--- src/rtl/osccfg_pkg.sv ---
`default_nettype none
package osccfg_pkg;
  // word indices; byte address is four times the index
  localparam logic [29:0] IDX_RESET_CAUSE = 30'h0000_0740;
  localparam logic [29:0] IDX_OSC_CTRL = 30'h0000_0742;
  localparam logic [29:0] IDX_OSC_TUNE = 30'h0000_0748;
  localparam logic [29:0] IDX_OSC_TUNE_SEQ = 30'h0000_074A;
  localparam logic [29:0] IDX_PIN_IO = 30'h0000_0750;
  localparam logic [29:0] IDX_INIT_CFG = 30'h00F8_0006;
  localparam logic [29:0] IDX_PIN_CFG = 30'h00F8_0008;

  // initial oscillator configuration word
  localparam int SEL_LSB = 0;
  // oscillator pin configuration word
  localparam int PMODE_LSB = 0;
  localparam int CLKFUNC_BIT = 2;
  localparam int RANGE_BIT = 5;
  localparam int SWMON_LSB = 6;
  localparam logic [23:0] INIT_CFG_MASK = 24'h00_0003;
  localparam logic [23:0] PIN_CFG_MASK = 24'h00_00E7;

  // reset cause register
  localparam int RC_TRAP = 15;
  localparam int RC_ILLOP = 14;
  localparam int RC_PIN = 7;
  localparam int RC_SOFT = 6;
  localparam int RC_WDT_EN = 5;
  localparam int RC_WDT = 4;
  localparam int RC_SLEEP = 3;
  localparam int RC_IDLE = 2;
  localparam int RC_POR = 0;
  localparam logic [15:0] RC_WR_MASK = 16'hC0FD;
  localparam logic [15:0] RC_RST_VAL = 16'h0001;

  // oscillator control register
  localparam int OC_CUR_LSB = 12;
  localparam int OC_NEW_LSB = 8;
  localparam int OC_CLKLOCK = 7;
  localparam int OC_LOCK = 5;
  localparam int OC_PRCDEN = 4;
  localparam int OC_FAIL = 3;
  localparam int OC_TSEQEN = 2;
  localparam int OC_GO = 0;

  localparam logic [15:0] TUNE_RST_VAL = 16'h0000;
  localparam logic [1:0] PIN_IO_RST_VAL = 2'h0;
  localparam int PIO_OUT = 0;
  localparam int PIO_OE = 1;
  localparam int PIO_IN_SYNC = 8;
  localparam int PIO_PAD_SYNC = 9;

  // oscillator groups and oscillator pin modes
  localparam logic [2:0] OSC_FRC = 3'h0;
  localparam logic [1:0] PMODE_EXT = 2'h0;
  localparam logic [1:0] PMODE_RSVD = 2'h1;
  localparam logic [1:0] PMODE_XTAL = 2'h2;
  localparam logic [1:0] PMODE_OFF = 2'h3;
endpackage : osccfg_pkg
`default_nettype wire

--- src/rtl/osccfg_sync.sv ---
`timescale 1ns/100ps
`default_nettype none
module osccfg_sync #(
  parameter int W = 1
) (
  input wire logic pclk,
  input wire logic presetn,
  input wire logic [W-1:0] d,
  output logic [W-1:0] q
);
  logic [W-1:0] meta_q;
  logic [W-1:0] sync_q;

  // first stage is read by the second stage only
  always_ff @(posedge pclk or negedge presetn) begin
    if (!presetn) begin
      meta_q <= '0;
      sync_q <= '0;
    end else begin
      meta_q <= d;
      sync_q <= meta_q;
    end
  end

  assign q = sync_q;
endmodule : osccfg_sync
`default_nettype wire

--- src/rtl/osccfg_top.sv ---
`timescale 1ns/100ps
`default_nettype none
module osccfg_top (
  input wire logic pclk,
  input wire logic presetn,
  input wire logic psel,
  input wire logic penable,
  input wire logic pwrite,
  input wire logic [31:0] paddr,
  input wire logic [31:0] pwdata,
  output logic [31:0] prdata,
  output logic pready,
  output logic pslverr,
  input wire logic [23:0] init_osc_cfg_word,
  input wire logic [23:0] osc_pin_cfg_word,
  input wire logic trap_reset_evt,
  input wire logic illegal_op_reset_evt,
  input wire logic pin_reset_evt,
  input wire logic soft_reset_evt,
  input wire logic watchdog_timeout_evt,
  input wire logic sleep_wake_evt,
  input wire logic idle_wake_evt,
  input wire logic osc_in_pin,
  input wire logic osc_out_pin_i,
  input wire logic pll_lock_pin,
  input wire logic clk_fail_pin,
  output logic osc_out_pin_o,
  output logic osc_out_pin_oe,
  output logic osc_feedback_en,
  output logic pll_enable,
  output logic clk_switch_en,
  output logic fail_monitor_en,
  output logic [2:0] current_osc_sel
);
  import osccfg_pkg::*;

  logic osc_in_s, osc_out_s, lock_s, fail_s;

  osccfg_sync #(.W(4)) u_sync (
    .pclk(pclk),
    .presetn(presetn),
    .d({osc_in_pin, osc_out_pin_i, pll_lock_pin, clk_fail_pin}),
    .q({osc_in_s, osc_out_s, lock_s, fail_s})
  );
  logic pready_q, pready_d, pslverr_q, pslverr_d;
  logic [31:0] prdata_q, prdata_d, rd_data;
  logic [29:0] idx;
  logic wr_en, hit;
  logic cfg_done_q, cfg_done_d;
  logic [1:0] init_sel_q, init_sel_d;
  logic [1:0] sw_mon_q, sw_mon_d;
  logic range_q, range_d;
  logic clk_func_q, clk_func_d;
  logic [1:0] pmode_q, pmode_d;
  logic [15:0] reset_cause_control_q, reset_cause_control_d;
  logic [2:0] current_osc_sel_q, current_osc_sel_d, new_osc_sel_q, new_osc_sel_d;
  logic clklock_q, clklock_d, prcden_q, prcden_d;
  logic cf_q, cf_d, tseqen_q, tseqen_d, osc_switch_go_q, osc_switch_go_d;
  logic [15:0] tune_q, tune_d, tune_seq_q, tune_seq_d;
  logic [1:0] pin_io_q, pin_io_d;
  logic sw_en_q, sw_en_d, mon_en_q, mon_en_d, pll_q, pll_d;
  logic first_q;
  logic out_o_q, out_o_d, out_oe_q, out_oe_d, fb_q, fb_d, clk_out_en;
  assign idx = paddr[31:2];
  assign wr_en = psel & penable & pready_q & pwrite;
  always_comb begin
    hit = 1'b1;
    rd_data = 32'h0000_0000;
    case (idx)
      IDX_RESET_CAUSE: rd_data[15:0] = reset_cause_control_q;
      IDX_OSC_CTRL: begin
        rd_data[OC_CUR_LSB +: 3] = current_osc_sel_q;
        rd_data[OC_NEW_LSB +: 3] = new_osc_sel_q;
        rd_data[OC_CLKLOCK] = clklock_q;
        rd_data[OC_LOCK] = lock_s;
        rd_data[OC_PRCDEN] = prcden_q;
        rd_data[OC_FAIL] = cf_q;
        rd_data[OC_TSEQEN] = tseqen_q;
        rd_data[OC_GO] = osc_switch_go_q;
      end
      IDX_OSC_TUNE: rd_data[15:0] = tune_q;
      IDX_OSC_TUNE_SEQ: rd_data[15:0] = tune_seq_q;
      IDX_PIN_IO: begin
        rd_data[1:0] = pin_io_q;
        rd_data[PIO_IN_SYNC] = osc_in_s;
        rd_data[PIO_PAD_SYNC] = osc_out_s;
      end
      IDX_INIT_CFG: rd_data[SEL_LSB +: 2] = init_sel_q;
      IDX_PIN_CFG: begin
        rd_data[SWMON_LSB +: 2] = sw_mon_q;
        rd_data[RANGE_BIT] = range_q;
        rd_data[CLKFUNC_BIT] = clk_func_q;
        rd_data[PMODE_LSB +: 2] = pmode_q;
      end
      default: hit = 1'b0;
    endcase
  end
  // answer one cycle after setup, so the access phase lasts one cycle
  always_comb begin
    pready_d = psel & ~penable;
    pslverr_d = psel & ~penable & ~hit;
    prdata_d = (psel & ~penable & ~pwrite) ? rd_data : 32'h0000_0000;
  end
  always_ff @(posedge pclk or negedge presetn) begin
    if (!presetn) begin
      pready_q <= 1'b0;
      pslverr_q <= 1'b0;
      prdata_q <= 32'h0000_0000;
    end else begin
      pready_q <= pready_d;
      pslverr_q <= pslverr_d;
      prdata_q <= prdata_d;
    end
  end
  always_comb begin
    cfg_done_d = 1'b1;
    init_sel_d = init_sel_q;
    sw_mon_d = sw_mon_q;
    range_d = range_q;
    clk_func_d = clk_func_q;
    pmode_d = pmode_q;
    reset_cause_control_d = reset_cause_control_q;
    current_osc_sel_d = current_osc_sel_q;
    new_osc_sel_d = new_osc_sel_q;
    clklock_d = clklock_q;
    prcden_d = prcden_q;
    cf_d = cf_q;
    tseqen_d = tseqen_q;
    osc_switch_go_d = osc_switch_go_q;
    tune_d = tune_q;
    tune_seq_d = tune_seq_q;
    pin_io_d = pin_io_q;
    if (!cfg_done_q) begin
      init_sel_d = init_osc_cfg_word[SEL_LSB +: 2];
      sw_mon_d = osc_pin_cfg_word[SWMON_LSB +: 2];
      range_d = osc_pin_cfg_word[RANGE_BIT];
      clk_func_d = osc_pin_cfg_word[CLKFUNC_BIT];
      pmode_d = osc_pin_cfg_word[PMODE_LSB +: 2];
      current_osc_sel_d = {1'b0, init_osc_cfg_word[SEL_LSB +: 2]};
      new_osc_sel_d = {1'b0, init_osc_cfg_word[SEL_LSB +: 2]};
    end else begin
      if (wr_en && idx == IDX_RESET_CAUSE) begin
        reset_cause_control_d = pwdata[15:0] & RC_WR_MASK;
      end
      if (wr_en && idx == IDX_OSC_CTRL) begin
        new_osc_sel_d = pwdata[OC_NEW_LSB +: 3];
        clklock_d = pwdata[OC_CLKLOCK];
        prcden_d = pwdata[OC_PRCDEN];
        cf_d = cf_q & pwdata[OC_FAIL];
        tseqen_d = pwdata[OC_TSEQEN];
        osc_switch_go_d = pwdata[OC_GO];
      end
      if (wr_en && idx == IDX_OSC_TUNE) begin
        tune_d = pwdata[15:0];
      end
      if (wr_en && idx == IDX_OSC_TUNE_SEQ) begin
        tune_seq_d = pwdata[15:0];
      end
      if (wr_en && idx == IDX_PIN_IO) begin
        pin_io_d = pwdata[1:0];
      end
      // switch request honoured only when switching is on
      if (osc_switch_go_q) begin
        osc_switch_go_d = 1'b0;
        if (!sw_mon_q[1]) begin
          current_osc_sel_d = new_osc_sel_q;
        end
      end
      // monitor falls back to rc; fail flag set wins over clear
      if (sw_mon_q == 2'b00 && fail_s) begin
        cf_d = 1'b1;
        current_osc_sel_d = OSC_FRC;
      end
    end
    // cause flags, set wins over software clear
    if (trap_reset_evt) reset_cause_control_d[RC_TRAP] = 1'b1;
    if (illegal_op_reset_evt) reset_cause_control_d[RC_ILLOP] = 1'b1;
    if (pin_reset_evt) reset_cause_control_d[RC_PIN] = 1'b1;
    if (soft_reset_evt) reset_cause_control_d[RC_SOFT] = 1'b1;
    if (watchdog_timeout_evt) reset_cause_control_d[RC_WDT] = 1'b1;
    if (sleep_wake_evt) reset_cause_control_d[RC_SLEEP] = 1'b1;
    if (idle_wake_evt) reset_cause_control_d[RC_IDLE] = 1'b1;
    sw_en_d = ~sw_mon_d[1];
    mon_en_d = (sw_mon_d == 2'b00);
    pll_d = current_osc_sel_d[0];
  end
  always_ff @(posedge pclk or negedge presetn) begin
    if (!presetn) begin
      cfg_done_q <= 1'b0;
      init_sel_q <= 2'h0;
      sw_mon_q <= 2'h3;
      range_q <= 1'b0;
      clk_func_q <= 1'b0;
      pmode_q <= PMODE_OFF;
      reset_cause_control_q <= RC_RST_VAL;
      current_osc_sel_q <= OSC_FRC;
      new_osc_sel_q <= OSC_FRC;
      clklock_q <= 1'b0;
      prcden_q <= 1'b0;
      cf_q <= 1'b0;
      tseqen_q <= 1'b0;
      osc_switch_go_q <= 1'b0;
      tune_q <= TUNE_RST_VAL;
      tune_seq_q <= TUNE_RST_VAL;
      pin_io_q <= PIN_IO_RST_VAL;
      sw_en_q <= 1'b0;
      mon_en_q <= 1'b0;
      pll_q <= 1'b0;
      first_q <= 1'b1;
    end else begin
      cfg_done_q <= cfg_done_d;
      init_sel_q <= init_sel_d;
      sw_mon_q <= sw_mon_d;
      range_q <= range_d;
      clk_func_q <= clk_func_d;
      pmode_q <= pmode_d;
      reset_cause_control_q <= reset_cause_control_d;
      current_osc_sel_q <= current_osc_sel_d;
      new_osc_sel_q <= new_osc_sel_d;
      clklock_q <= clklock_d;
      prcden_q <= prcden_d;
      cf_q <= cf_d;
      tseqen_q <= tseqen_d;
      osc_switch_go_q <= osc_switch_go_d;
      tune_q <= tune_d;
      tune_seq_q <= tune_seq_d;
      pin_io_q <= pin_io_d;
      sw_en_q <= sw_en_d;
      mon_en_q <= mon_en_d;
      pll_q <= pll_d;
      first_q <= 1'b0;
    end
  end
  // clock out only once configuration is known
  assign clk_out_en = cfg_done_q & clk_func_q;
  always_comb begin
    // pclk stands for Fosc, a toggle each cycle gives Fosc/2
    out_o_d = clk_out_en ? ~out_o_q : pin_io_q[PIO_OUT];
    // otherwise the pad is plain general I/O
    out_oe_d = clk_out_en | pin_io_q[PIO_OE];
    // feedback only for a crystal; off, reserved and external keep it off
    fb_d = cfg_done_q & (pmode_q == PMODE_XTAL);
  end
  always_ff @(posedge pclk or negedge presetn) begin
    if (!presetn) begin
      out_o_q <= 1'b0;
      out_oe_q <= 1'b0;
      fb_q <= 1'b0;
    end else begin
      out_o_q <= out_o_d;
      out_oe_q <= out_oe_d;
      fb_q <= fb_d;
    end
  end
  assign prdata = prdata_q;
  assign pready = pready_q;
  assign pslverr = pslverr_q;
  assign osc_out_pin_o = out_o_q;
  assign osc_out_pin_oe = out_oe_q;
  assign osc_feedback_en = fb_q;
  assign pll_enable = pll_q;
  assign clk_switch_en = sw_en_q;
  assign fail_monitor_en = mon_en_q;
  assign current_osc_sel = current_osc_sel_q;
endmodule : osccfg_top
`default_nettype wire

--- config.mk ---
export PLATFORM = sky130hd
export DESIGN_NAME = osccfg_top
export DESIGN_NICKNAME = d
export VERILOG_FILES = /design/src/rtl/osccfg_pkg.sv /design/src/rtl/osccfg_sync.sv /design/src/rtl/osccfg_top.sv
export SDC_FILE = /design/constraint.sdc
export NUM_CORES = 1
export LEC_CHECK = 0
export ABC_AREA = 1
export BUFFER_PORTS_ARGS = -buffer_cell sky130_fd_sc_hd__buf_4
export CORE_UTILIZATION = 53
export DETAILED_ROUTE_END_ITERATION = 6
export GPL_TIMING_DRIVEN = 0
export PLACE_DENSITY = 0.95
export SETUP_SLACK_MARGIN = 0.3
export SLEW_MARGIN = 20
export SYNTH_ARGS = -nofsm -noshare
export SYNTH_HDL_FRONTEND = slang
export SYNTH_SLANG_ARGS = --single-unit
--- constraint.sdc ---
create_clock -name pclk -period 2.56 [get_ports pclk]
set_input_delay 0.256 -clock pclk [delete_from_list [all_inputs] [get_ports pclk]]
set_output_delay 0.256 -clock pclk [all_outputs]
set_load 0.005 [all_outputs]
==> metrics <==
status=finished with violations; failing checks=hold timing; Worst EP required=2.81 ns; Crit Path Max Fanout=10; sequence of cells on the critical path=clkbuf_2 > inv_1 > nor2_2 > nand2_2 > clkbuf_2 > nand2_1 > o21ai_0; Worst Setup Path Type=flop to flop; cts repair resizes=0; Initial Util=55.20%; Final setup viols=0; post-DP HPWL=8.118 mm; largest area contributor in the netlist=dfrtp_1; syn_area_per_cell=7.913 um2; Bufs on Longest Clock Path=2; Post-Synthesis Cells=576; CP Capture Type=flop; Critical Path Max Stage Delay=0.34 ns; Area growth syn-to-layout=25.45%; # IOs=171; Overall Global Routing Usage=27.28%; Fin Setup TNS=0 ns; first-pass GRT wire length=18.35 mm; Reg2Reg Launch Point=cfg_done_q; cts bufs inserted=9; Reg2Reg Depth=7; Peak VDD IR=462.6 uV; pwr dens=505.3 nW/um2; reg-to-reg slack, setup=0.87 ns; CTS sink cnt=94; worst clock skew=0.01331 ns; DRC=0; CP dominant cell by count=clkbuf_2; worst path bufs/invs=3; Die Wd=94.74 um; Synth warnings=0; Die Footprint=8975 um2; Root Driver=clkbuf_8; Max Fclk=0.5927 GHz; # port buffers=96; Mapped Area=4558 um2; Site Rows=33; Avg Vias per Cell=5.181; EDFF count, synth=0; Final Hold Fails=74; share of cells above drive strength 1=23.90%; post-synthesis register bit count=94; LEAKAGE=3.090 nW; fin. max-slew vios=0; top cell family by delay on the critical path=simple AND/OR/NAND/NOR gates; Final Cycle Share=65.91%; Post-synth top flop=dfrtp_1; drt wl/cell=14.21 um; initial DRC count=348; antenna violations before repair=0; CP arrival=1.93 ns; post-synthesis sequential area ratio=51.74%; post-synth top area share=48.86%; Tot Pwr=0.002889 W; CP Launch Point=cfg_done_q; vias in the first global route=3,984; post-route ant nets=0; worst-skew pair later-pin latency=0.37 ns; Die Height=94.74 um; Hold/Removal Path Class=input port to asynchronous set/reset pin; global route overflow=0; fraction of registers with async set/reset=100.0%; via count=4,207; Core ar.=8258 um2; Worst Tran Pin Value=0.8124 ns; crit path time final=1.687 ns; hold_ws=-0.05494 ns; CTS tree=done; Finished Core Util=69.24%; slowest CP cell=dfrtp_1; FF-to-FF End=reset_cause_control_q[5]; Final Net Count=830; largest net degree at the start of global routing=95; # diodes=0; RSZ-0062 raised after global routing=no; CP Launch Type=flop; hold_buf cts=4; TritonRoute pass-1 iters=5; Slew headroom=45.84%; routability cong.=0.8761; final wirelength=11.54 mm; CTS H-Tree Depth=3; clock-pin slew on the worst setup and hold paths=0.09 ns; MaxCap Viol Count=0; # Post-CTS Setup Buffers=0; Cell variety after synth=26; ranking of synthesized cells by area=dfrtp_1 (49%), nand2_1 (16%), nor2_1 (6.0%), inv_1 (5.2%), o21ai_0 (3.2%)
logic make-up after synthesis:
logic type | count (synthesis) | synth area share [%]
flip-flops | 94 | 51.74
buffers and inverters | 93 | 9.827
AND/OR/NAND/NOR | 309 | 28.96
other | 2 | 0.1648
AO/OA/AOI/OAI | 78 | 9.306
synth_stat cells, types with 2 or more instances:
cell type,number
nor2_1,73
buf_4,18
clkbuf_1,2
nand3_1,17
o21ai_2,6
buf_2,5
clkbuf_2,2
nor2_8,3
nand2_4,4
a21oi_1,13
nand2_1,196
inv_1,63
nor2_2,4
nand4_1,2
dfstp_2,5
nor2_4,4
conb_1,2
o21ai_1,23
buf_6,3
dfrtp_1,89
o21ai_0,29
a31oi_1,3
nand2_2,6
o22ai_1,2
flip-flops by register name (all words and copies together) (netlist names), 2 cells and up:
| register | cells |
|---|---|
| tune_q | 16 |
| u_sync.meta_q | 4 |
| reset_cause_control_q | 9 |
| tune_seq_q | 16 |
| sw_mon_q | 2 |
| u_sync.q | 4 |
| init_sel_q | 2 |
| pmode_q | 2 |
| prdata | 16 |
| current_osc_sel | 3 |
| pin_io_q | 2 |
| new_osc_sel_q | 3 |
metal layers:
layer	wire length, um	vias up	track usage (%)
met5	0	-	0
met4	301	0	13.13
met3	998	30	5.072
met2	5790	243	45.92
met1	4450	1944	33.83
li1	-	1990	-
area by class of cell:
cell class / count / area (um2)
Timing Repair Buffer: 100 / 764.5
Buffer: 30 / 211.5
Multi-Input combinational cell: 404 / 1808
Fill cell: 618 / 2540
Clock buffer: 12 / 135.1
Inverter: 63 / 236.5
Tap cell: 105 / 131.4
Clock inverter: 4 / 72.57
Sequential cell: 94 / 2359
cell usage in the layout, fill, tap and decap left out, drive strengths merged, types with 5 or more instances in the layout:
| cell type | instances |
|---|---|
| a21oi | 13 |
| o21ai | 58 |
| nor2 | 84 |
| dfrtp | 89 |
| inv | 63 |
| clkbuf | 16 |
| dfstp | 5 |
| conb | 17 |
| nand3 | 17 |
| nand2 | 206 |
| buf | 122 |
worst max-delay path by stage:
stage	endpoint	slack, ns	depth (start not counted)
global route	reset_cause_control_q[5]	0.70	7
CTS	reset_cause_control_q[4]	0.86	6
floorplan	tune_q[15]	1.15	9
finish	reset_cause_control_q[5]	0.87	7
detailed placement	prdata[9]	0.69	8
global placement	prdata[9]	0.73	8
power breakdown:
| part | internal, W | switching [W] |
|---|---|---|
| Combinational | 0.000137 | 0.000139 |
| Clock | 0.000551 | 0.000517 |
| Sequential | 0.00152 | 0.0000233 |
| Total | 0.00221 | 0.000679 |
metrics by stage:
stage	worst slack, ns	std cells	instance area [um2]
after global placement	0.7339	792	5466
after floorplan	1.152	591	4614
after global routing	0.6997	812	5718
after detailed placement	0.6858	792	5466
after CTS	0.8612	812	5714
final	0.8727	812	5718
Power figures use the tool's default switching activity.
